$ cat src/rtl/pcx_defs.svh
`ifndef PCX_DEFS_SVH
`define PCX_DEFS_SVH

// Geometry
`define PCX_NPORT        4
`define PCX_NPIN         32
`define PCX_NSIG         11
`define PCX_NPER         5
`define PCX_SIGW         4
`define PCX_PINW         5

// Register byte offsets
`define PCX_OFF_DATA     8'h00
`define PCX_OFF_LATCH    8'h10
`define PCX_OFF_BIT      8'h20
`define PCX_OFF_MODE     8'h24
`define PCX_OFF_CFG0     8'h28
`define PCX_OFF_CFG1     8'h2c
`define PCX_OFF_CFG2     8'h30
`define PCX_OFF_OWNED    8'h34
`define PCX_MASK_PORT    8'hf0
`define PCX_MASK_WORD    8'hfc

// Field positions
`define PCX_CFG0_TW      0
`define PCX_CFG0_SPI     1
`define PCX_CFG0_S0      2
`define PCX_CFG1_CNV2    0
`define PCX_CFG1_S1      2
`define PCX_CFG2_XBAR    4
`define PCX_CFG2_PUDIS   7
`define PCX_BIT_VAL      8

// Reset values
`define PCX_RST_LATCH    32'hffffffff
`define PCX_RST_MODE     32'h00000000
`define PCX_RST_CFG      8'h00

// Per-signal attributes, bit i = signal i in priority order
`define PCX_SIG_INONLY   11'h602
`define PCX_SIG_FORCE_OD 11'h00c
`define PCX_SIG_RX0      1
`define PCX_SIG_RX1      9

`endif

$ cat src/rtl/pcx_pkg.sv
package pcx_pkg;
    // Peripherals in crossbar priority order, highest first
    typedef enum logic [2:0] {
        PCX_PER_S0   = 3'h0,
        PCX_PER_TW   = 3'h1,
        PCX_PER_SPI  = 3'h2,
        PCX_PER_S1   = 3'h3,
        PCX_PER_CNV2 = 3'h4
    } pcx_per_t;

    // Owner of each peripheral signal, signal 0 first
    localparam pcx_per_t PCX_SIG_OWNER [11] = '{
        PCX_PER_S0, PCX_PER_S0,
        PCX_PER_TW, PCX_PER_TW,
        PCX_PER_SPI, PCX_PER_SPI, PCX_PER_SPI, PCX_PER_SPI,
        PCX_PER_S1, PCX_PER_S1,
        PCX_PER_CNV2
    };

    typedef logic [3:0] pcx_sig_idx_t;
    typedef logic [4:0] pcx_pin_idx_t;
endpackage : pcx_pkg

$ cat src/rtl/pcx_xbar_if.sv
`timescale 1ns/10ps
`include "pcx_defs.svh"

interface pcx_xbar_if;
    import pcx_pkg::*;
    logic         [`PCX_NSIG-1:0] sig_en;
    logic         [`PCX_NPIN-1:0] pin_owned;
    pcx_sig_idx_t                 pin_sig [`PCX_NPIN];
    pcx_pin_idx_t                 sig_pin [`PCX_NSIG];

    modport alloc (input sig_en, output pin_owned, output pin_sig, output sig_pin);
    modport user  (output sig_en, input pin_owned, input pin_sig, input sig_pin);
endinterface : pcx_xbar_if

$ cat src/rtl/pcx_alloc.sv
`timescale 1ns/10ps
`include "pcx_defs.svh"

module pcx_alloc
    import pcx_pkg::*;
(
    input  wire logic  pclk,
    input  wire logic  presetn,
    input  wire logic  clk_en,
    pcx_xbar_if.alloc  xb
);
    // Running count of enabled signals ahead of each signal
    logic [`PCX_PINW:0] pos [`PCX_NSIG+1];
    assign pos[0] = '0;

    genvar i;
    genvar p;
    generate
        for (i = 0; i < `PCX_NSIG; i++)
        begin : g_sig
            assign pos[i+1] = pos[i] + {{`PCX_PINW{1'b0}}, xb.sig_en[i]};
            always_ff @(posedge pclk or negedge presetn)
            begin
                if (!presetn)
                    xb.sig_pin[i] <= '0;
                else if (clk_en)
                    xb.sig_pin[i] <= pos[i][`PCX_PINW-1:0];
            end
        end

        for (p = 0; p < `PCX_NPIN; p++)
        begin : g_pin
            logic         hit;
            pcx_sig_idx_t who;
            always_comb
            begin
                hit = 1'b0;
                who = '0;
                for (int k = 0; k < `PCX_NSIG; k++)
                begin
                    if (xb.sig_en[k] && pos[k] == (`PCX_PINW+1)'(p))
                    begin
                        hit = 1'b1;
                        who = pcx_sig_idx_t'(k);
                    end
                end
            end
            always_ff @(posedge pclk or negedge presetn)
            begin
                if (!presetn)
                begin
                    xb.pin_owned[p] <= 1'b0;
                    xb.pin_sig[p]   <= '0;
                end
                else if (clk_en)
                begin
                    xb.pin_owned[p] <= hit;
                    xb.pin_sig[p]   <= who;
                end
            end
        end
    endgenerate
endmodule : pcx_alloc

$ cat src/rtl/pcx_port_io.sv
`timescale 1ns/10ps
`include "pcx_defs.svh"

module pcx_port_io
    import pcx_pkg::*;
(
    input  wire logic                 pclk,
    input  wire logic                 presetn,
    input  wire logic                 clk_en,
    input  wire logic [7:0]           paddr,
    input  wire logic                 psel,
    input  wire logic                 penable,
    input  wire logic                 pwrite,
    input  wire logic [31:0]          pwdata,
    output logic      [31:0]          prdata,
    output logic                      pready,
    output logic                      pslverr,
    input  wire logic [`PCX_NPIN-1:0] pin_in,
    output logic      [`PCX_NPIN-1:0] pin_out,
    output logic      [`PCX_NPIN-1:0] pin_oe,
    output logic      [`PCX_NPIN-1:0] pin_pullup_en,
    input  wire logic [`PCX_NSIG-1:0] sig_out,
    input  wire logic [`PCX_NSIG-1:0] sig_drive,
    output logic      [`PCX_NSIG-1:0] sig_in,
    input  wire logic                 serial0_mode0,
    input  wire logic                 serial1_mode0
);
    logic [`PCX_NPIN-1:0] latch_r;
    logic [`PCX_NPIN-1:0] latch_nxt;
    logic [`PCX_NPIN-1:0] mode_r;
    logic [7:0]           cfg0_r;
    logic [7:0]           cfg1_r;
    logic [7:0]           cfg2_r;
    logic [4:0]           bit_sel_r;
    logic [`PCX_NPIN-1:0] sync1_r;
    logic [`PCX_NPIN-1:0] sync2_r;
    logic [`PCX_NPIN-1:0] sync3_r;
    logic [`PCX_NPIN-1:0] level_r;

    pcx_xbar_if xb ();

    pcx_alloc u_alloc (
        .pclk    (pclk),
        .presetn (presetn),
        .clk_en  (clk_en),
        .xb      (xb.alloc)
    );

    // Peripheral enables mapped onto their signals, all signals at once
    logic [`PCX_NPER-1:0] per_en;
    assign per_en[PCX_PER_S0]   = cfg0_r[`PCX_CFG0_S0];
    assign per_en[PCX_PER_TW]   = cfg0_r[`PCX_CFG0_TW];
    assign per_en[PCX_PER_SPI]  = cfg0_r[`PCX_CFG0_SPI];
    assign per_en[PCX_PER_S1]   = cfg1_r[`PCX_CFG1_S1];
    assign per_en[PCX_PER_CNV2] = cfg1_r[`PCX_CFG1_CNV2];

    genvar s;
    generate
        for (s = 0; s < `PCX_NSIG; s++)
        begin : g_sen
            assign xb.sig_en[s] = per_en[PCX_SIG_OWNER[s]];
        end
    endgenerate

    wire xbar_en = cfg2_r[`PCX_CFG2_XBAR];
    wire pu_dis  = cfg2_r[`PCX_CFG2_PUDIS];

    // Receive lines become bidirectional open-drain in serial mode 0
    logic [`PCX_NSIG-1:0] mode0_rx;
    assign mode0_rx = ({{(`PCX_NSIG-1){1'b0}}, serial0_mode0} << `PCX_SIG_RX0)
                    | ({{(`PCX_NSIG-1){1'b0}}, serial1_mode0} << `PCX_SIG_RX1);
    wire [`PCX_NSIG-1:0] sig_inonly = `PCX_SIG_INONLY & ~mode0_rx;
    wire [`PCX_NSIG-1:0] sig_od     = `PCX_SIG_FORCE_OD | mode0_rx;

    // APB decode
    wire         acc      = psel & penable;
    wire         wr_en    = acc & pready & pwrite & clk_en;
    wire [7:0]   wbyte    = pwdata[7:0];
    wire [1:0]   pidx     = paddr[3:2];
    wire [7:0]   a_port   = paddr & `PCX_MASK_PORT;
    wire [7:0]   a_word   = paddr & `PCX_MASK_WORD;
    wire         a_data   = a_port == `PCX_OFF_DATA;
    wire         a_latch  = a_port == `PCX_OFF_LATCH;
    wire         a_bit    = a_word == `PCX_OFF_BIT;
    wire         a_mode   = a_word == `PCX_OFF_MODE;
    wire         a_cfg0   = a_word == `PCX_OFF_CFG0;
    wire         a_cfg1   = a_word == `PCX_OFF_CFG1;
    wire         a_cfg2   = a_word == `PCX_OFF_CFG2;
    wire         a_owned  = a_word == `PCX_OFF_OWNED;
    wire         a_ok     = (a_data | a_latch | a_bit | a_mode | a_cfg0 | a_cfg1
                            | a_cfg2 | a_owned) & (paddr[1:0] == 2'h0);
    wire [4:0]   wbit     = pwdata[4:0];

    // Byte write through either the pin view or latch view; single-bit write via bit port
    logic [`PCX_NPIN-1:0] byte_mask;
    logic [`PCX_NPIN-1:0] bit_mask;
    assign byte_mask = (wr_en & (a_data | a_latch))
                     ? ({{(`PCX_NPIN-8){1'b0}}, 8'hff} << {pidx, 3'h0}) : '0;
    assign bit_mask  = (wr_en & a_bit)
                     ? ({{(`PCX_NPIN-1){1'b0}}, 1'b1} << wbit) : '0;
    assign latch_nxt = (latch_r & ~byte_mask & ~bit_mask)
                     | ({`PCX_NPORT{wbyte}} & byte_mask)
                     | ({`PCX_NPIN{pwdata[`PCX_BIT_VAL]}} & bit_mask);

    // Read selection: data offsets show pins, latch offsets serve read-modify-write
    wire [7:0] pin_byte   = level_r[{pidx, 3'h0} +: 8];
    wire [7:0] latch_byte = latch_r[{pidx, 3'h0} +: 8];
    wire [31:0] rd_mux =
        a_data  ? {24'h0, pin_byte} :
        a_latch ? {24'h0, latch_byte} :
        a_bit   ? ({31'h0, latch_r[bit_sel_r]} << `PCX_BIT_VAL)
                  | {31'h0, level_r[bit_sel_r]} :
        a_mode  ? mode_r :
        a_cfg0  ? {24'h0, cfg0_r} :
        a_cfg1  ? {24'h0, cfg1_r} :
        a_cfg2  ? {24'h0, cfg2_r} :
        a_owned ? (xb.pin_owned & {`PCX_NPIN{xbar_en}}) :
                  32'h0;

    // APB slave: one wait state, answer registered
    always_ff @(posedge pclk or negedge presetn)
    begin
        if (!presetn)
        begin
            pready  <= 1'b0;
            prdata  <= 32'h0;
            pslverr <= 1'b0;
        end
        else if (clk_en)
        begin
            pready  <= acc & ~pready;
            pslverr <= acc & ~pready & ~a_ok;
            prdata  <= (acc & ~pready & ~pwrite & a_ok) ? rd_mux : 32'h0;
        end
    end

    always_ff @(posedge pclk or negedge presetn)
    begin
        if (!presetn)
        begin
            latch_r   <= `PCX_RST_LATCH;
            mode_r    <= `PCX_RST_MODE;
            cfg0_r    <= `PCX_RST_CFG;
            cfg1_r    <= `PCX_RST_CFG;
            cfg2_r    <= `PCX_RST_CFG;
            bit_sel_r <= 5'h0;
        end
        else if (clk_en)
        begin
            latch_r <= latch_nxt;
            if (wr_en & a_mode)
                mode_r <= pwdata;
            if (wr_en & a_cfg0)
                cfg0_r <= wbyte;
            if (wr_en & a_cfg1)
                cfg1_r <= wbyte;
            if (wr_en & a_cfg2)
                cfg2_r <= wbyte;
            if (wr_en & a_bit)
                bit_sel_r <= wbit;
        end
    end

    // Pin input synchroniser; level changes once stages two and three agree
    always_ff @(posedge pclk or negedge presetn)
    begin
        if (!presetn)
        begin
            sync1_r <= '1;
            sync2_r <= '1;
            sync3_r <= '1;
            level_r <= '1;
        end
        else if (clk_en)
        begin
            sync1_r <= pin_in;
            sync2_r <= sync1_r;
            sync3_r <= sync2_r;
            level_r <= (sync2_r & ~(sync2_r ^ sync3_r)) | (level_r & (sync2_r ^ sync3_r));
        end
    end

    // Per-pin output driver
    genvar p;
    generate
        for (p = 0; p < `PCX_NPIN; p++)
        begin : g_pin
            pcx_sig_idx_t sidx;
            assign sidx = xb.pin_sig[p];
            wire owned = xb.pin_owned[p];
            wire pv    = owned ? sig_out[sidx] : latch_r[p];
            wire pdrv  = owned ? (sig_drive[sidx] & ~sig_inonly[sidx])
                               : 1'b1;
            wire pod   = ~mode_r[p] | (owned & sig_od[sidx]);
            // Open-drain only drives a 0; push-pull drives both levels
            wire oe    = xbar_en & pdrv & (~pv | ~pod);
            wire pu    = ~pu_dis & ~(oe & ~pv);

            always_ff @(posedge pclk or negedge presetn)
            begin
                if (!presetn)
                begin
                    pin_out[p]       <= 1'b1;
                    pin_oe[p]        <= 1'b0;
                    pin_pullup_en[p] <= 1'b1;
                end
                else if (clk_en)
                begin
                    pin_out[p]       <= pv;
                    pin_oe[p]        <= oe;
                    pin_pullup_en[p] <= pu;
                end
            end
        end

        // Peripheral inputs follow the pin their signal was given; idle high otherwise
        for (s = 0; s < `PCX_NSIG; s++)
        begin : g_sin
            wire live = xbar_en & xb.sig_en[s];
            always_ff @(posedge pclk or negedge presetn)
            begin
                if (!presetn)
                    sig_in[s] <= 1'b1;
                else if (clk_en)
                    sig_in[s] <= live ? level_r[xb.sig_pin[s]] : 1'b1;
            end
        end
    endgenerate
endmodule : pcx_port_io

$ cat config.mk
export PLATFORM = sky130hd
export DESIGN_NAME = pcx_port_io
export DESIGN_NICKNAME = d
export VERILOG_FILES = /design/src/rtl/pcx_pkg.sv /design/src/rtl/pcx_xbar_if.sv /design/src/rtl/pcx_alloc.sv /design/src/rtl/pcx_port_io.sv
export VERILOG_INCLUDE_DIRS = /design/src /design/src/rtl
export SDC_FILE = /design/constraint.sdc
export NUM_CORES = 1
export LEC_CHECK = 0
export BUFFER_PORTS_ARGS = -buffer_cell sky130_fd_sc_hd__buf_2
export CORE_ASPECT_RATIO = 1.1
export CORE_MARGIN = 4
export CORE_UTILIZATION = 30
export DETAILED_ROUTE_END_ITERATION = 16
export GPL_TIMING_DRIVEN = 0
export PLACE_DENSITY = 0.58
export SETUP_SLACK_MARGIN = 0.1
export SLEW_MARGIN = 10
export SYNTH_ARGS = -nofsm -noshare
export SYNTH_HDL_FRONTEND = slang
export SYNTH_SLANG_ARGS = --single-unit
$ cat constraint.sdc
create_clock -name pclk -period 3.26 [get_ports pclk]
set_clock_uncertainty 0.1 [all_clocks]
set_input_delay 0.163 -clock pclk [delete_from_list [all_inputs] [get_ports pclk]]
set_output_delay 0.163 -clock pclk [all_outputs]
set_load 0.01 [all_outputs]
== Word-level counts from Yosys, hierarchy flattened ==
Index checks and enable logic that the tools add are counted.
Storage, ports and cells
  register bits: 568
  input port bits: 102
  output and inout port bits: 141
  word-level logic and storage cells: 2252
Operators by class
  add/sub/neg operators: 9
  $lt $le $gt $ge: 43
  eq/ne operators: 286
  shift-type cells: 4
  multiplexer cells: 946
  bitwise gates (word level): 464
  reductions and logical operators: 306
Operator list (count)
  $eq 6x5->1 const B: 144
  $bmux 1 s4: 128
  $mux 4: 128
  $mux 1: 508
  $eq 6x4->1 const B: 78
  $mux 32: 11
  $mux 3: 104
  $logic_and 1x1->1: 289
  $and 32x32->32: 7
  $eq 6x3->1 const B: 36
  $and 1x1->1: 212
  $not 1->1: 164
  $lt 4x5->1 const B: 32
  $mux 2: 56
  $eq 6x2->1 const B: 18
  $not 32->32: 3
  $or 32x32->32: 3
  $or 1x1->1: 71
  $shiftx 32x6->8: 2
  $logic_not 6->1: 10
  $lt 5x6->1 const B: 10
  $bmux 1 s5: 11
  $eq 6x1->1 const B: 9
  $add 6x1->6: 8
  other kinds (12): 16

== Longest topological paths before layout ==
Gate-level depths: netlist of the first run.
  word-level depth: 12
  gate-level depth with buffers: 13
  depth with buffers taken out: 10

== Cells and area by module ==
A second synthesis of the first run with hierarchy kept.
Second synthesis, totals
  cell total of the unflattened synthesis: 3980
  area total of the unflattened synthesis: 39979.6 um2
Modules (own cells, without submodules)
  pcx_port_io: instances 1, cells each 2590, area an instance 27535.2 um2, sequential area each 9352.7 um2
  pcx_alloc: instances 1, cells each 1390, area an instance 12444.4 um2, sequential area each 5004.8 um2

== Worst setup path after synthesis of the first run ==
Ideal clock, no wire load.
  path type: register to register
  start: register cfg0_r[0]
  end: register u_alloc.xb.pin_sig[116]
  library setup time: 0.120 ns
  data arrival time: 3.324 ns
  data required time: 3.040 ns
  setup slack: -0.284 ns
  stages on the path, launching flop included: 14
  path buffers: 3
  clock period less this slack: 3.544 ns
  cells stage by stage: dfrtp_1 > inv_1 > ha_1 > clkbuf_1 > clkbuf_1 > clkbuf_1 > ha_1 > inv_1 > nor2_1 > ha_1 > or3b_2 > nand2b_1 > or3_1 > a31o_2
RTL lines
  from (decl): RTL line pcx_port_io.sv:31  | logic [7:0] cfg0_r;
  from (signal assigned): RTL line pcx_port_io.sv:143  | cfg0_r <= `PCX_RST_CFG;
  from (signal assigned): RTL line pcx_port_io.sv:154  | cfg0_r <= wbyte;
  to (signal, indexed assignment): RTL line pcx_alloc.sv:58  | xb.pin_sig[p] <= who;
  to (decl): RTL line pcx_xbar_if.sv:11  | modport alloc (input sig_en, output pin_owned, output pin_sig, output sig_pin);

==> results.yml, run 1 <==
timing:
  slew_headroom: 0.152
  rsz0062_at_grt: "yes"
  setup_violations: 0
  worstMarginPinSlew_ns: 1.27
  period_share: 0.976
  fin_crit_ns: 3.18
  layout_setup_ws_ns: 0.0795
  fmax_mhz: 314
  slew_viol_final: 0
  hold_viol_final: 0
critical_path:
  r2r-end: "u_alloc.xb.pin_sig[116]$_DFFE_PN0P_"
  ff2ff_setup_slack_ns: 0.08
  crit_path_start_kind: "register"
  cp-end-kind: "register"
  cp_max_fo: 6
  crit_path_top_delay_cell: "fa_2"
  reg2reg_depth: 11
  rr_startpoint: "cfg0_r[0]$_DFFE_PN0P_"
  critPathKind: "register to register"
  path_cells: "buf_4, fa_2, clkbuf_8, xor2_1, nand3_2, nor2_4, ha_4, or3b_4, nand2b_4, or3_4, a31o_2"
  crit_arrival_ns: 3.59
  max_stage_delay_ns: 0.47
  required_ns: 3.67
grt:
  grt_pass1_wl_mm: 159
  grt_max_degree: 107
  antenna_found_initial: 6
  overflow: 0
  grt_pass1_vias: 22343
  grt.total_usage: 0.238
flow_run:
  maxCapViolCount: 0
synth:
  yosysMostFrequentCell: "dfrtp_1"
  synth_area_sq_um: 25700
  yosysWarnings: 0
  syn_nets: 2501
  yosys.area.top_type_share: 0.240
  synth-edff-count: 0
  async_reset_ff_frac: 1.00
  synth-seq-cells: 479
  syn_inst: 2384
  synth.area.top_cells: "dfstp_2 (24%), dfrtp_1 (24%), mux4_2 (7.5%)"
  syn_area_per_cell_sq_um: 10.8
  ys.flop_type: "dfrtp_1"
  synth_cell_types: 86
  yosys.area.top_type: "dfstp_2"
  yosysSeqAreaShare: 0.478
  netlist_top_cells_count: "dfrtp_1 (244), dfstp_2 (235), nand2_1 (214), o21ai_0 (214), clkbuf_1 (151)"
power_and_ir_drop:
  power_density_nw_per_um2: 515
  p_leak_nw: 12.6
  ir_drop_mv: 0.379
layout:
  drive_gt1_frac: 0.323
  area_delta_synth_final_pct: 22.1
  fillers: 8564
  fin_util: 0.370
  fin_nets: 2883
detailed_routing:
  via_per_inst: 5.77
  vias: 22815
  wire_per_inst_um: 27.9
  wl_mm: 110
  ant_nets: 0
  dr.pass1.iters: 5
  drc_errors: 0
  first_iter_violations: 2613
clock_network:
  clk_pin_slew_ns: 0.06
  cts-buffers-inserted: 54
  clk_latency_ns: 0.62
  htree_levels: 2
  clock_sinks: 479
  cts_tree: "built"
  cts.path.max_buffers: 3
  root_buffer: "clkbuf_16"
floorplan:
  start_util: 0.303
  core_area_sq_um: 84900
  die_w_um: 287
  dieArea_sq_um: 90400
  ioPinCount: 243
  die_h_um: 315
  core.rowCount: 112
placement:
  hpwl_mm: 80.7
  pre_cts_slack_ns: -0.876
  gp_congestion: 0.968
  port_buffers: 235
min_path:
  worstHoldStart: "clk_en"
  whs_path_depth: 4
  hold-path-endpoint: "prdata[0]$_DFFE_PN0P_"
  hold_path_class: "input port to register"
run_status:
  status: "finished clean"
how the worst max path moves through the flow:
stage                               start                             endpoint  slack, ns  cells after the start
finish              cfg0_r[0]$_DFFE_PN0P_  u_alloc.xb.pin_sig[116]$_DFFE_PN0P_       0.08                     11
global route        cfg0_r[0]$_DFFE_PN0P_  u_alloc.xb.pin_sig[116]$_DFFE_PN0P_       0.02                     11
CTS                 cfg0_r[0]$_DFFE_PN0P_  u_alloc.xb.pin_sig[116]$_DFFE_PN0P_        0.1                     11
detailed placement  cfg0_r[0]$_DFFE_PN0P_  u_alloc.xb.pin_sig[118]$_DFFE_PN0P_      -0.88                     12
global placement                  presetn                cfg0_r[2]$_DFFE_PN0P_      -8.98                      1
floorplan           cfg0_r[2]$_DFFE_PN0P_  u_alloc.xb.pin_sig[116]$_DFFE_PN0P_       0.02                     10
metrics by stage:
step | area, sq um | hold slack (ns) | TNS (ns) | instances | power [mW]
global route | 31400 | 0.0451 | 0 | 3950 | 16.7
detailed placement | 28500 | -0.115 | -56.85 | 3764 | 9.58
global placement | 28300 | 0.297 | -3142.16 | 3759 | 9.50
finish | 31400 | 0.0175 | 0 | 3952 | 16.2
CTS | 31300 | 0.00479 | 0 | 3946 | 16.2
floorplan | 25700 | -0.233 | 0 | 2384 | 8.45
flip-flops by register name, summed over array words and instances, names as in the netlist, 11 cells and up, named ones only:
signal                cells
u_alloc.xb.pin_owned     11
pin_oe                   32
sync3_r                  32
u_alloc.xb.sig_pin       17
prdata                   32
sig_in                   11
latch_r                  32
sync2_r                  32
mode_r                   32
u_alloc.xb.pin_sig       89
sync1_r                  32
pin_out                  32
pin_pullup_en            32
critical path, delay by kind of cell (launching register included):
| family | cells | cell delay (ns) |
|---|---|---|
| fa+ha+maj | 2 | 0.72 |
| flops | 1 | 0.42 |
| xor+xnor | 1 | 0.17 |
| simple gates | 5 | 1.11 |
| compound gates | 1 | 0.24 |
| buf+inv | 2 | 0.31 |
cells in the final DEF (no fill, tap or decap), types with 43 or more instances in the layout:
cell	instances
a21oi_1	105
buf_2	253
clkbuf_1	148
clkbuf_16	57
dfrtp_1	242
dfstp_2	235
dlygate4sd3_1	72
inv_1	108
mux2_2	149
mux2i_1	45
mux4_2	86
nand2_1	214
nand3_1	43
nor2_1	92
nor2b_1	52
o211ai_1	48
o21ai_0	208
o2bb2ai_1	53
report_power, final:
part | internal [mW] | switching, mW
registers | 6.70 | 0.588
logic | 1.02 | 1.29
clock network | 3.89 | 2.66
total | 11.6 | 4.54
timing repair:
item | CTS | global route
pin swaps | 4 | 2
gates resized for setup | 34 | 10
endpoints found under the hold margin | 308 | 0
hold buffers | 72 | 0
endpoints found under the setup margin | 74 | 45
buffers inserted | 11 | 3
cell families (layout without fill, tap and decap cells):
kind of cell,Yosys count,in the layout,synth area share
mux,280,280,0.158
compound gates,741,741,0.196
other cells,2,4,0.000292
xor+xnor,5,5,0.00278
flops,479,479,0.478
fa+ha+maj,15,15,0.00760
buf+inv,297,723,0.0443
simple gates,565,565,0.113
area by class of cell:
class	instances	area [sq um]	share of cell area
Clock buffer	74	1590	0.0506
Clock inverter	26	313	0.00997
Multi-Input combinational cell	1608	12400	0.395
Timing Repair Buffer	327	2160	0.0690
Buffer	186	788	0.0251
Inverter	110	415	0.0132
Sequential cell	479	12300	0.391
Antenna cell	2	5.00	0.000159
Tap cell	1140	1430	0.0455
per-layer routing:
metal / wire [um] / vias up / track usage / part of all wire
li1: - / 9670 / - / -
met1: 42600 / 11639 / 0.306 / 0.39
met2: 51300 / 1209 / 0.385 / 0.47
met3: 9480 / 295 / 0.0419 / 0.086
met4: 6730 / 2 / 0.125 / 0.061
met5: 14 / - / 0 / 0.00013
No activity file was read; power rests on OpenSTA's default activity.
==> inputs of run 2 (changes only) <==
--- a/config.mk
+++ b/config.mk
@@ -12,6 +12,7 @@
 export CORE_UTILIZATION = 30
 export DETAILED_ROUTE_END_ITERATION = 16
 export GPL_TIMING_DRIVEN = 0
+export HOLD_SLACK_MARGIN = 0.05
 export PLACE_DENSITY = 0.58
 export SETUP_SLACK_MARGIN = 0.1
 export SLEW_MARGIN = 10
==> results.yml, run 2 (synthesized netlist as in run 1, its figures left out) <==
detailed_routing:
  ant_nets: 0
  wire_per_inst_um: 27.9
  vias: 22826
  dr.pass1.iters: 5
  drc_errors: 0
  via_per_inst: 5.77
  wl_mm: 110
  first_iter_violations: 2639
clock_network:
  clock_sinks: 479
  cts-buffers-inserted: 54
  clk_pin_slew_ns: 0.06
  clk_latency_ns: 0.63
  htree_levels: 2
  root_buffer: "clkbuf_16"
  cts.path.max_buffers: 3
  cts_tree: "built"
floorplan:
  die_h_um: 315
  core_area_sq_um: 84900
  die_w_um: 287
  core.rowCount: 112
  start_util: 0.303
  dieArea_sq_um: 90400
  ioPinCount: 243
critical_path:
  ff2ff_setup_slack_ns: 0.06
  cp-end-kind: "register"
  critPathKind: "register to register"
  crit_arrival_ns: 3.60
  crit_path_start_kind: "register"
  r2r-end: "u_alloc.xb.pin_sig[116]$_DFFE_PN0P_"
  rr_startpoint: "cfg0_r[0]$_DFFE_PN0P_"
  cp_max_fo: 6
  reg2reg_depth: 11
  required_ns: 3.67
layout:
  final_cell_mix: "buf_2 (253), dfrtp_1 (242), dfstp_2 (235)"
  multi_input_area_sq_um: 12400
  fillers: 8562
  largest-register: "u_alloc.xb.pin_sig"
  ff_latch_area_sq_um: 12300
  drive_gt1_frac: 0.323
  fin_nets: 2887
  fin_util: 0.370
  area_delta_synth_final_pct: 22.3
  largest_reg_flops: 89
  final_common_cell: "buf_2"
  design_area_sq_um: 31400
min_path:
  worstHoldStart: "sig_drive[1]"
  hold-path-endpoint: "pin_pullup_en[9]$_DFFE_PN1P_"
  whs_path_depth: 5
  hold_path_class: "input port to register"
timing:
  fmax_mhz: 313
  setup_violations: 0
  period_share: 0.981
  slew_headroom: 0.191
  final.setup.tns_ns: 0
  hold_viol_final: 0
  rsz0062_at_grt: "yes"
  worstMarginPinSlew_ns: 1.21
  fin_crit_ns: 3.20
  slew_viol_final: 0
run_status:
  status: "finished clean"
placement:
  port_buffers: 235
  hpwl_mm: 80.7
  gp_congestion: 0.968
  placed_cell_area_sq_um: 28500
grt:
  grt_pass1_vias: 22365
  antenna_found_initial: 6
  grt_max_degree: 107
  grt_pass1_wl_mm: 159
  overflow: 0
  grt.total_usage: 0.238
power_and_ir_drop:
  p_leak_nw: 12.6
  ir_drop_mv: 0.379
  power_density_nw_per_um2: 515
flow_run:
  maxCapViolCount: 0
==> run 2: changes by cell type in the layout (fill, tap and decap cells not counted), sizes merged <==
cell         change
dlygate4sd3      +4
==> run 2: metrics by stage <==
stage	hold slack, ns	power [mW]	instances	setup WS [ns]
floorplan	-0.233	8.45	2384	0.0179
global placement	0.297	9.50	3759	-8.98
detailed placement	-0.115	9.58	3764	-0.876
CTS	0.0587	16.2	3950	0.0982
global route	0.109	16.8	3954	0.0184
finish	0.0923	16.2	3956	0.0634
==> run 2: routing by layer <==
layer / vias up / GRT usage / share of wire
li1: 9676 / - / -
met1: 11627 / 0.306 / 0.39
met2: 1215 / 0.385 / 0.47
met3: 306 / 0.0418 / 0.086
met4: 2 / 0.125 / 0.060
met5: - / 0 / 0.00013
==> run 2: layout make-up <==
type / instances / share of cell area
multi-input combinational: 1608 / 0.395
sequential: 479 / 0.391
timing repair buffer: 331 / 0.0702
clock buffer: 74 / 0.0506
tap: 1140 / 0.0454
buffer: 186 / 0.0251
inverter: 110 / 0.0132
clock inverter: 26 / 0.00995
antenna: 2 / 0.000159
==> run 2: worst max path at each step <==
stage                     startpoint                             endpoint  slack, ns  cells after the start
3_3_place_gp                 presetn                cfg0_r[2]$_DFFE_PN0P_      -8.98                      1
2_1_floorplan  cfg0_r[2]$_DFFE_PN0P_  u_alloc.xb.pin_sig[116]$_DFFE_PN0P_       0.02                     10
3_5_place_dp   cfg0_r[0]$_DFFE_PN0P_  u_alloc.xb.pin_sig[118]$_DFFE_PN0P_      -0.88                     12
6_report       cfg0_r[0]$_DFFE_PN0P_  u_alloc.xb.pin_sig[116]$_DFFE_PN0P_       0.06                     11
4_1_cts        cfg0_r[0]$_DFFE_PN0P_  u_alloc.xb.pin_sig[116]$_DFFE_PN0P_        0.1                     11
5_1_grt        cfg0_r[0]$_DFFE_PN0P_  u_alloc.xb.pin_sig[116]$_DFFE_PN0P_       0.02                     11
==> run 2: report_power, final <==
group	leakage [nW]	internal, mW	switching, mW
sequential	5.61	6.70	0.592
clock	0.939	3.89	2.67
combinational	6.06	1.02	1.30
total	12.6	11.6	4.55
==> run 2: critical path, stage by stage (launching register included) <==
cell,delay [ns]
dfrtp_2,0.43
buf_4,0.16
fa_2,0.47
clkbuf_8,0.15
xor2_1,0.17
nand3_2,0.12
nor2_4,0.07
ha_4,0.25
or3b_4,0.40
nand2b_4,0.17
or3_4,0.35
a31o_2,0.24
==> run 2: what timing repair did <==
action,4_1_cts,5_1_grt
buffers inserted,11,3
endpoints found under the setup margin,74,45
hold buffers,76,0
pin swaps,4,2
gates resized for setup,34,10
endpoints found under the hold margin,329,0
